[src/verilog/spm_pkg.sv]
// constants, states and carrier types for the serial station session engine
// Contract
// - every frame opens with byte 1Bh
// - length bytes 15-16, low byte first
// - end-of-block 17h; buffered write zeroes 17-18
// - last byte is check code, verified
// - no response to broadcast frames
// - long break aborts, awaits attach
// - buffer timeout flags error, waits break
package spm_pkg;

  // ==========================================================
  // frame bytes
  localparam logic [7:0] SOM          = 8'h1b;
  localparam logic [7:0] CMD_REQ      = 8'h58;
  localparam logic [7:0] CMD_BUF      = 8'h54;
  localparam logic [7:0] EOB          = 8'h17;
  localparam logic [7:0] BCAST_BYTE   = 8'hff;
  localparam logic [7:0] CODE_ATTACH  = 8'h00;
  localparam logic [7:0] CODE_READ    = 8'h01;
  localparam logic [7:0] CODE_WRITE   = 8'h02;
  localparam logic [7:0] SEG_REG_WORD = 8'h08;
  localparam logic [7:0] RESP_FLAG    = 8'h80;
  localparam logic [7:0] ERR_NONE     = 8'h00;
  localparam logic [7:0] ERR_NONFATAL = 8'h04;
  localparam logic [7:0] ERR_FATAL    = 8'h0c;

  // ==========================================================
  // zero-based byte positions
  localparam logic [15:0] REQ_LEN      = 16'h0018;
  localparam logic [15:0] POS_CMD      = 16'h0001;
  localparam logic [15:0] POS_ID_LO    = 16'h0002;
  localparam logic [15:0] POS_ID_HI    = 16'h0009;
  localparam logic [15:0] POS_CODE     = 16'h000a;
  localparam logic [15:0] POS_SEG      = 16'h000b;
  localparam logic [15:0] POS_OFS_LO   = 16'h000c;
  localparam logic [15:0] POS_OFS_HI   = 16'h000d;
  localparam logic [15:0] POS_LEN_LO   = 16'h000e;
  localparam logic [15:0] POS_LEN_HI   = 16'h000f;
  localparam logic [15:0] POS_DAT_LO   = 16'h0010;
  localparam logic [15:0] POS_DAT_HI   = 16'h0011;
  localparam logic [15:0] POS_NXT_TYPE = 16'h0013;
  localparam logic [15:0] POS_NXT_LO   = 16'h0014;
  localparam logic [15:0] POS_NXT_HI   = 16'h0015;
  localparam logic [15:0] EOB_FROM_END = 16'h0005;
  localparam logic [15:0] BUF_DATA_POS = 16'h0002;
  localparam logic [15:0] BUF_OVERHEAD = 16'h0008;
  localparam logic [4:0]  RSP_LEN      = 5'h0f;
  localparam logic [4:0]  RSP_POS_CODE = 5'h02;
  localparam logic [4:0]  RSP_POS_MAJ  = 5'h05;
  localparam logic [4:0]  RSP_POS_EOB  = 5'h09;
  localparam logic [4:0]  RSP_POS_BCC  = 5'h0e;

  // ==========================================================
  // states and carriers
  typedef enum logic [2:0] {
    ST_WAIT_BREAK  = 3'b000,
    ST_WAIT_ATTACH = 3'b001,
    ST_WAIT_REQ    = 3'b010,
    ST_WAIT_BUF    = 3'b011,
    ST_SEND        = 3'b100
  } spm_state_e;

  typedef struct packed {
    logic        write;
    logic        bcast;
    logic [7:0]  seg;
    logic [15:0] offset;
    logic [15:0] length;
    logic [15:0] shortData;
  } spm_req_s;

endpackage : spm_pkg

[src/verilog/spm_bcc.sv]
// block check code accumulator, kept apart so the algorithm can be swapped
`timescale 1ns/1ns
module spm_bcc (
  input  wire logic       ref_clk,
  input  wire logic       arst_n,
  input  wire logic       clear,
  input  wire logic       enable,
  input  wire logic [7:0] dataIn,
  output logic      [7:0] code
);

  // ==========================================================
  // rotate and fold; clear wins so a new frame always starts clean
  always_ff @(posedge ref_clk or negedge arst_n) begin
    if (!arst_n) begin
      code <= 8'h00;
    end else if (clear) begin
      code <= 8'h00;
    end else if (enable) begin
      code <= {code[6:0], code[7]} ^ dataIn;
    end
  end

endmodule : spm_bcc

[src/verilog/spm_slave.sv]
// station-side session engine: frame parser, state machine, response builder
`timescale 1ns/1ns
module spm_slave #(
  parameter int TIMER_W = 16
) (
  input  wire logic               ref_clk,
  input  wire logic               arst_n,
  input  wire logic               rxValid,
  input  wire logic [7:0]         rxByte,
  input  wire logic               rxBreak,
  input  wire logic [63:0]        stationId,
  input  wire logic [TIMER_W-1:0] bufTimeout,
  input  wire logic               txReady,
  output logic                    txValid,
  output logic      [7:0]         txByte,
  output spm_pkg::spm_req_s       svcReq,
  output logic                    svcCommit,
  output logic                    svcAbort,
  output logic                    svcDataValid,
  output logic      [7:0]         svcData,
  output logic                    protoError,
  output spm_pkg::spm_state_e     linkState
);

  spm_pkg::spm_state_e state;
  spm_pkg::spm_state_e afterSend;
  logic [15:0]        rxIdx;
  logic [15:0]        lastIdx;
  logic [15:0]        bufLen;
  logic [7:0]         cmdByte;
  logic [7:0]         codeByte;
  logic [7:0]         segByte;
  logic [15:0]        ofsWord;
  logic [15:0]        lenWord;
  logic [15:0]        datWord;
  logic [7:0]         nxtType;
  logic [15:0]        nxtLen;
  logic               addrOk;
  logic               bcastOk;
  logic               eobOk;
  logic               curBcast;
  logic [TIMER_W-1:0] bufTimer;
  logic [4:0]         txIdx;
  logic [7:0]         respCode;
  logic [7:0]         respMajor;
  logic [7:0]         rxCode;
  logic [7:0]         txCode;
  logic               rxLive;
  logic               rxStep;
  logic               frameDone;
  logic               wellFormed;
  logic               timeout;
  logic [7:0]         idByte;
  logic [7:0]         respByte;
  logic               txLoad;
  // decision outputs
  logic                evAct;
  spm_pkg::spm_state_e evTarget;
  logic                evSend;
  logic [7:0]          evCode;
  logic [7:0]          evMajor;
  logic                evCommit;
  logic                evAbort;
  logic                evError;
  logic                evLatchReq;

  // ==========================================================
  // receive qualification
  assign rxLive  = (state == spm_pkg::ST_WAIT_ATTACH) || (state == spm_pkg::ST_WAIT_REQ) ||
                   (state == spm_pkg::ST_WAIT_BUF);
  // idle noise before a start byte is skipped rather than counted
  assign rxStep  = rxValid && rxLive && !rxBreak &&
                   ((rxIdx != 16'h0000) || (rxByte == spm_pkg::SOM));
  assign lastIdx = (state == spm_pkg::ST_WAIT_BUF) ? bufLen - 16'h0001
                                                   : spm_pkg::REQ_LEN - 16'h0001;
  assign frameDone = rxStep && (rxIdx == lastIdx);
  assign idByte  = stationId[{rxIdx[2:0] - 3'h2, 3'b000} +: 8];
  assign timeout = (state == spm_pkg::ST_WAIT_BUF) && (bufTimer >= bufTimeout);
  assign wellFormed = (rxByte == rxCode) && eobOk &&
                      ((state == spm_pkg::ST_WAIT_BUF) ? (cmdByte == spm_pkg::CMD_BUF)
                                                       : (cmdByte == spm_pkg::CMD_REQ));
  spm_bcc u_rxBcc (
    .ref_clk (ref_clk),
    .arst_n  (arst_n),
    .clear   (frameDone || rxBreak || !rxLive),
    .enable  (rxStep && !frameDone),
    .dataIn  (rxByte),
    .code    (rxCode)
  );

  // ==========================================================
  // field capture
  always_ff @(posedge ref_clk or negedge arst_n) begin
    if (!arst_n) begin
      rxIdx    <= 16'h0000;
      cmdByte  <= 8'h00;
      codeByte <= 8'h00;
      segByte  <= 8'h00;
      ofsWord  <= 16'h0000;
      lenWord  <= 16'h0000;
      datWord  <= 16'h0000;
      nxtType  <= 8'h00;
      nxtLen   <= 16'h0000;
      addrOk   <= 1'b0;
      bcastOk  <= 1'b0;
      eobOk    <= 1'b0;
    end else if (rxBreak || frameDone || !rxLive) begin
      rxIdx <= 16'h0000;
    end else if (rxStep) begin
      rxIdx <= rxIdx + 16'h0001;
      if (rxIdx == 16'h0000) begin
        addrOk  <= 1'b1;
        bcastOk <= 1'b1;
        eobOk   <= 1'b0;
        nxtType <= 8'h00;
      end
      if (rxIdx == spm_pkg::POS_CMD) cmdByte <= rxByte;
      if ((rxIdx >= spm_pkg::POS_ID_LO) && (rxIdx <= spm_pkg::POS_ID_HI)) begin
        if (rxByte != idByte) addrOk <= 1'b0;
        if (rxByte != spm_pkg::BCAST_BYTE) bcastOk <= 1'b0;
      end
      if (rxIdx == spm_pkg::POS_CODE) codeByte <= rxByte;
      if (rxIdx == spm_pkg::POS_SEG) segByte <= rxByte;
      if (rxIdx == spm_pkg::POS_OFS_LO) ofsWord[7:0] <= rxByte;
      if (rxIdx == spm_pkg::POS_OFS_HI) ofsWord[15:8] <= rxByte;
      if (rxIdx == spm_pkg::POS_LEN_LO) lenWord[7:0] <= rxByte;
      if (rxIdx == spm_pkg::POS_LEN_HI) lenWord[15:8] <= rxByte;
      if (rxIdx == spm_pkg::POS_DAT_LO) datWord[7:0] <= rxByte;
      if (rxIdx == spm_pkg::POS_DAT_HI) datWord[15:8] <= rxByte;
      if (rxIdx == lastIdx - spm_pkg::EOB_FROM_END) eobOk <= (rxByte == spm_pkg::EOB);
      if (rxIdx == spm_pkg::POS_NXT_TYPE) nxtType <= rxByte;
      if (rxIdx == spm_pkg::POS_NXT_LO) nxtLen[7:0] <= rxByte;
      if (rxIdx == spm_pkg::POS_NXT_HI) nxtLen[15:8] <= rxByte;
    end
  end

  // ==========================================================
  // event decision
  always_comb begin
    evAct      = 1'b0;
    evTarget   = state;
    evSend     = 1'b0;
    evCode     = 8'h00;
    evMajor    = spm_pkg::ERR_NONE;
    evCommit   = 1'b0;
    evAbort    = 1'b0;
    evError    = 1'b0;
    evLatchReq = 1'b0;
    if (rxBreak) begin
      evAct    = 1'b1;
      evTarget = spm_pkg::ST_WAIT_ATTACH;
      evAbort  = (state == spm_pkg::ST_WAIT_BUF);
    end else if (timeout) begin
      evAct    = 1'b1;
      evTarget = spm_pkg::ST_WAIT_BREAK;
      evAbort  = 1'b1;
      evError  = 1'b1;
    end else if (frameDone && !wellFormed) begin
      evAct    = 1'b1;
      evTarget = spm_pkg::ST_WAIT_BREAK;
      evAbort  = (state == spm_pkg::ST_WAIT_BUF);
      evError  = 1'b1;
    end else if (frameDone) begin
      evAct  = 1'b1;
      evCode = codeByte | spm_pkg::RESP_FLAG;
      if (state == spm_pkg::ST_WAIT_ATTACH) begin
        evTarget = (addrOk || bcastOk) ? spm_pkg::ST_WAIT_REQ : spm_pkg::ST_WAIT_BREAK;
        evSend   = addrOk && !bcastOk;
      end else if (state == spm_pkg::ST_WAIT_BUF) begin
        evCode   = spm_pkg::CODE_WRITE | spm_pkg::RESP_FLAG;
        evTarget = spm_pkg::ST_WAIT_REQ;
        evCommit = 1'b1;
        evSend   = !curBcast;
      end else if (!addrOk && !bcastOk) begin
        evAct = 1'b0;
      end else begin
        evSend     = !bcastOk;
        evLatchReq = 1'b1;
        if ((codeByte == spm_pkg::CODE_WRITE) && (nxtType == spm_pkg::CMD_BUF)) begin
          if ((datWord != 16'h0000) || (nxtLen <= spm_pkg::BUF_OVERHEAD)) begin
            evMajor  = spm_pkg::ERR_FATAL;
            evTarget = spm_pkg::ST_WAIT_BREAK;
            evError  = 1'b1;
          end else begin
            evTarget = spm_pkg::ST_WAIT_BUF;
          end
        end else if (codeByte == spm_pkg::CODE_WRITE) begin
          evCommit = 1'b1;
        end else begin
          // reads and unknown codes are refused without dropping the session
          evMajor = spm_pkg::ERR_NONFATAL;
        end
      end
    end
  end

  // ==========================================================
  // state and transmit sequencing
  assign txLoad = (state == spm_pkg::ST_SEND) && (!txValid || txReady) &&
                  (txIdx != spm_pkg::RSP_LEN);
  always_comb begin
    respByte = 8'h00;
    if (txIdx == 5'h00) respByte = spm_pkg::SOM;
    else if (txIdx == 5'h01) respByte = spm_pkg::CMD_REQ;
    else if (txIdx == spm_pkg::RSP_POS_CODE) respByte = respCode;
    else if (txIdx == spm_pkg::RSP_POS_MAJ) respByte = respMajor;
    else if (txIdx == spm_pkg::RSP_POS_EOB) respByte = spm_pkg::EOB;
    else if (txIdx == spm_pkg::RSP_POS_BCC) respByte = txCode;
  end

  spm_bcc u_txBcc (
    .ref_clk (ref_clk),
    .arst_n  (arst_n),
    .clear   (state != spm_pkg::ST_SEND),
    .enable  (txLoad && (txIdx != spm_pkg::RSP_POS_BCC)),
    .dataIn  (respByte),
    .code    (txCode)
  );
  always_ff @(posedge ref_clk or negedge arst_n) begin
    if (!arst_n) begin
      state     <= spm_pkg::ST_WAIT_BREAK;
      afterSend <= spm_pkg::ST_WAIT_BREAK;
      txIdx     <= 5'h00;
      txValid   <= 1'b0;
      txByte    <= 8'h00;
      respCode  <= 8'h00;
      respMajor <= 8'h00;
      bufLen    <= 16'h0000;
      curBcast  <= 1'b0;
    end else if (rxBreak) begin
      state   <= spm_pkg::ST_WAIT_ATTACH;
      txValid <= 1'b0;
    end else if (state == spm_pkg::ST_SEND) begin
      if (txLoad) begin
        txByte  <= respByte;
        txValid <= 1'b1;
        txIdx   <= txIdx + 5'h01;
      end else if ((txIdx == spm_pkg::RSP_LEN) && (!txValid || txReady)) begin
        txValid <= 1'b0;
        state   <= afterSend;
      end
    end else if (evAct) begin
      txIdx     <= 5'h00;
      respCode  <= evCode;
      respMajor <= evMajor;
      afterSend <= evTarget;
      state     <= evSend ? spm_pkg::ST_SEND : evTarget;
      if (evLatchReq) begin
        curBcast <= bcastOk;
        bufLen   <= nxtLen;
      end
    end
  end

  // ==========================================================
  // buffer wait timer, cleared whenever the wait is left
  always_ff @(posedge ref_clk or negedge arst_n) begin
    if (!arst_n) begin
      bufTimer <= '0;
    end else if (state != spm_pkg::ST_WAIT_BUF) begin
      bufTimer <= '0;
    end else if (!timeout) begin
      bufTimer <= bufTimer + {{(TIMER_W-1){1'b0}}, 1'b1};
    end
  end

  // ==========================================================
  // service side; payload streams before the check code, so only
  // svcCommit makes it final
  always_ff @(posedge ref_clk or negedge arst_n) begin
    if (!arst_n) begin
      svcReq       <= '0;
      svcCommit    <= 1'b0;
      svcAbort     <= 1'b0;
      svcDataValid <= 1'b0;
      svcData      <= 8'h00;
      protoError   <= 1'b0;
      linkState    <= spm_pkg::ST_WAIT_BREAK;
    end else begin
      linkState    <= state;
      svcCommit    <= evAct && evCommit && !rxBreak && (state != spm_pkg::ST_SEND);
      svcAbort     <= evAct && evAbort;
      protoError   <= evAct && evError && !rxBreak;
      svcDataValid <= rxStep && (state == spm_pkg::ST_WAIT_BUF) && !frameDone &&
                      (rxIdx >= spm_pkg::BUF_DATA_POS) &&
                      (rxIdx < lastIdx - spm_pkg::EOB_FROM_END);
      svcData      <= rxByte;
      if (evAct && evLatchReq && !rxBreak) begin
        svcReq.write     <= (codeByte == spm_pkg::CODE_WRITE);
        svcReq.bcast     <= bcastOk;
        svcReq.seg       <= segByte;
        svcReq.offset    <= ofsWord;
        svcReq.length    <= lenWord;
        svcReq.shortData <= datWord;
      end
    end
  end

endmodule : spm_slave

[config.mk]
export PLATFORM = sky130hd
export DESIGN_NAME = spm_slave
export DESIGN_NICKNAME = d
export VERILOG_FILES = /design/src/verilog/spm_pkg.sv /design/src/verilog/spm_bcc.sv /design/src/verilog/spm_slave.sv
export SDC_FILE = /design/constraint.sdc
export NUM_CORES = 1
export LEC_CHECK = 0
export ABC_AREA = 1
export BUFFER_PORTS_ARGS = -buffer_cell sky130_fd_sc_hd__buf_4
export CAP_MARGIN = 20
export CORE_ASPECT_RATIO = 1.25
export CORE_UTILIZATION = 40
export DETAILED_ROUTE_END_ITERATION = 6
export HOLD_SLACK_MARGIN = 0.05
export PLACE_DENSITY_LB_ADDON = 0.25
export SYNTH_ARGS = -nofsm -noshare
export SYNTH_HDL_FRONTEND = slang
export SYNTH_SLANG_ARGS = --single-unit
[constraint.sdc]
create_clock -name ref_clk -period 3.5 [get_ports ref_clk]
set_input_delay 0.175 -clock ref_clk [delete_from_list [all_inputs] [get_ports ref_clk]]
set_output_delay 0.175 -clock ref_clk [all_outputs]
set_load 0.1 [all_outputs]
==> results.toml <==
[outcome]
status = "complete, but fails checks"
violations = "design-rule violations"

[clock_tree]
cts_max_path_buffers = 3
tritoncts = "built"
htreeDepth = 1
cts_buffers = 29
cts_sinks = 267
clk_latency_ns = 0.58
clockRootBuffer = "clkbuf_16"
path_clk_slew_ns = 0.06

[yosys]
synth_edf_count = 0
syn_nets = 1958
ys_ff_latch = 267
avgSynthCellArea_sq_um = 7.81
synthFlopType = "dfrtp_1"
syn_inst = 1819
async_flop_share = 1.00
ys_types = 49
synth_area_sq_um = 14200
synth_area_leaders = "dfrtp_1 (47%), nand2_1 (14%), o21ai_0 (4.9%)"
yosysTopAreaCell = "dfrtp_1"
yosysTopAreaCellShare = 0.470
ys_seq_area_frac = 0.470
yosysWarnings = 0

[drt]
post_drt_wl_per_cell_um = 15.9
ant_nets = 0
route.detailed.drc = 2
drt_iter0_drc = 860
routed_wl_mm = 39.8
vias = 13000
drt_first_pass_iters = 7
routed_via_density = 5.21

[global_routing]
grt_first_pass_wirelength_mm = 64.9
grt.total_usage = 0.225
grt_overflow = 0
grt_pass1_vias = 12900
grt_max_degree = 90
antenna_found_initial = 0

[sta]
setup_viol = 0
slew_viol_final = 0
hold_slack_ns = 0.130
layout_setup_ws_ns = 0.206
tightest_slew_ns = 0.744
max_freq_mhz = 304
slew-limit-headroom = 0.503
finClkSkew_ns = 0.0148
final.period_utilization = 0.941
hold_viol = 0
fin_crit_ns = 3.29

[setup_path]
crit_top_cell = "nand2_1"
critPathKind = "reg2reg"
worstRegToRegCells = 19
cp-end-kind = "flip-flop"
crit_fanout = 5
crit_required_ns = 3.96
crit_chain = "nor2_1 > nand2_1 > nor2_2 > nand2_1 > nand3_1 > nand4_1 > nor2_2 > nand3_1 > nor2_1 > a31oi_1 > a21oi_1 > ha_1 > nand4_1 > nor2_2 > nand2_1 > o21ai_0 > nand2_1 > nand2_1 > o41ai_2"
start_kind = "flip-flop"
worst-path-stages = 19
path_buf_inv = 0
cpLargestDelayFamily = "simple AND/OR/NAND/NOR gates"
max_stage_delay_ns = 0.43
worstPathArrival_ns = 3.75
slowest_stage = "dfrtp_1"

[final_layout]
final_nets = 2144
final_core_util = 0.497
final_cell_mix = "nand2_1 (537), dfrtp_1 (267), buf_4 (206), nor2_1 (163), inv_1 (161)"
area_growth_pct = 21.4
ff_latch_area_sq_um = 6680
multi_input_area_sq_um = 6660
stdcell_area_sq_um = 17300
drive_gt1_frac = 0.142
num-fill-cells = 3412
layout_commonest_cell = "nand2_1"
diodes = 0

[die]
placement_rows = 76
io_pins = 175
core_area_sq_um = 34700
start_util = 0.409
die_x_um = 171
dieArea_sq_um = 36300
die-height_um = 213

[pwr]
power_density_nw_per_um2 = 402
irDropWorstVdd_mv = 0.316
p_leak_nw = 8.49

[placement]
dpl_cell_area_sq_um = 16100
port_buffers = 174
dp_hpwl_mm = 29.2
gp_congestion = 0.940
post-place-ws_ns = -0.0281

[hold_path]
min_path_type = "in2async"

[job]
maxCapViolCount = 0
area by class of cell:
| class | count | share of cell area |
|---|---|---|
| Clock buffer | 45 | 0.0508 |
| Clock inverter | 9 | 0.00551 |
| Inverter | 167 | 0.0365 |
| Multi-Input combinational cell | 1319 | 0.386 |
| Sequential cell | 267 | 0.387 |
| Tap cell | 468 | 0.0339 |
| Timing Repair Buffer | 221 | 0.100 |
metrics by stage:
stage | power (mW) | TNS [ns] | cells
4_1_cts | 7.01 | 0 | 2494
5_1_grt | 7.19 | -0.0284 | 2496
2_1_floorplan | 3.60 | 0 | 1819
3_3_place_gp | 3.89 | 0 | 2429
6_report | 6.93 | 0 | 2496
3_5_place_dp | 3.90 | -0.0281 | 2429
report_power, final:
part / leakage, nW / internal [mW] / switching [mW]
logic: 4.43 / 0.239 / 0.477
clock network: 0.479 / 1.80 / 1.28
registers: 3.57 / 3.12 / 0.0223
total: 8.49 / 5.16 / 1.78
what timing repair did:
| action | in CTS | in global routing |
|---|---|---|
| hold endpoints to repair | 100 | 0 |
| setup endpoints to repair | 9 | 108 |
| gates resized for setup | 3 | 12 |
| hold buffers | 11 | 0 |
| buffers inserted | 0 | 1 |
| pin swaps | 0 | 2 |
per-layer routing:
metal  track usage  share of wire  vias to the layer above
met5             0              0                        -
met1         0.277           0.42                     6216
li1              -              -                     6408
met4        0.0798          0.031                        0
met2         0.408           0.51                      293
met3        0.0195          0.040                       83
synth_stat cells, types with 2 or more instances:
master and instances:
nor4_1 20, ha_1 46, nand3_2 4, and2_1 3, clkbuf_1 41, a32o_1 17, buf_2 17, nand4_1 44
o21ai_0 139, nor3b_1 6, xor2_1 33, o21ai_1 43, inv_2 3, o211ai_1 6, nor2_1 169, nand2_1 538
a211oi_1 4, o2111ai_1 3, clkinv_1 3, xnor2_1 5, or2_2 2, nor3_1 49, buf_1 2, and3_1 5
nand3_1 83, buf_6 2, o221ai_1 9, buf_4 3, inv_1 161, nand3b_1 6, dfrtp_1 267, o31ai_1 7
a21oi_1 40, o32ai_1 2, o22ai_1 13, a31oi_1 7, nor2_2 5
kinds of logic after synthesis:
family          Yosys count  share of synthesized area
simple gates            940                      0.281
compound gates          295                      0.119
flops                   267                      0.470
buf+inv                 233                     0.0650
fa+ha+maj                46                     0.0405
xor+xnor                 38                     0.0234
state kept, by name (all words and copies together) (netlist names), 8 cells and up:
register      flops
svcReq           58
bufLen           16
bufTimer         16
datWord          16
lenWord          16
nxtLen           16
ofsWord          16
rxIdx            16
cmdByte           8
codeByte          8
nxtType           8
respCode          8
segByte           8
svcData           8
txByte            8
u_rxBcc.code      8
u_txBcc.code      8
final timing paths:
path	slack, ns	end	startpoint
min in group ref_clk	0.17	state[2]	txReady
hold reg to reg	0.47	svcReq[44]	svcReq[44]
max in group asynchronous	2.41	rxIdx[8]	arst_n
setup reg to reg	0.21	eobOk	bufLen[2]
setup / recovery	0.21	eobOk	bufLen[2]
hold / removal	0.13	bufTimer[4]	arst_n
(Power assumes the default switching activity.)
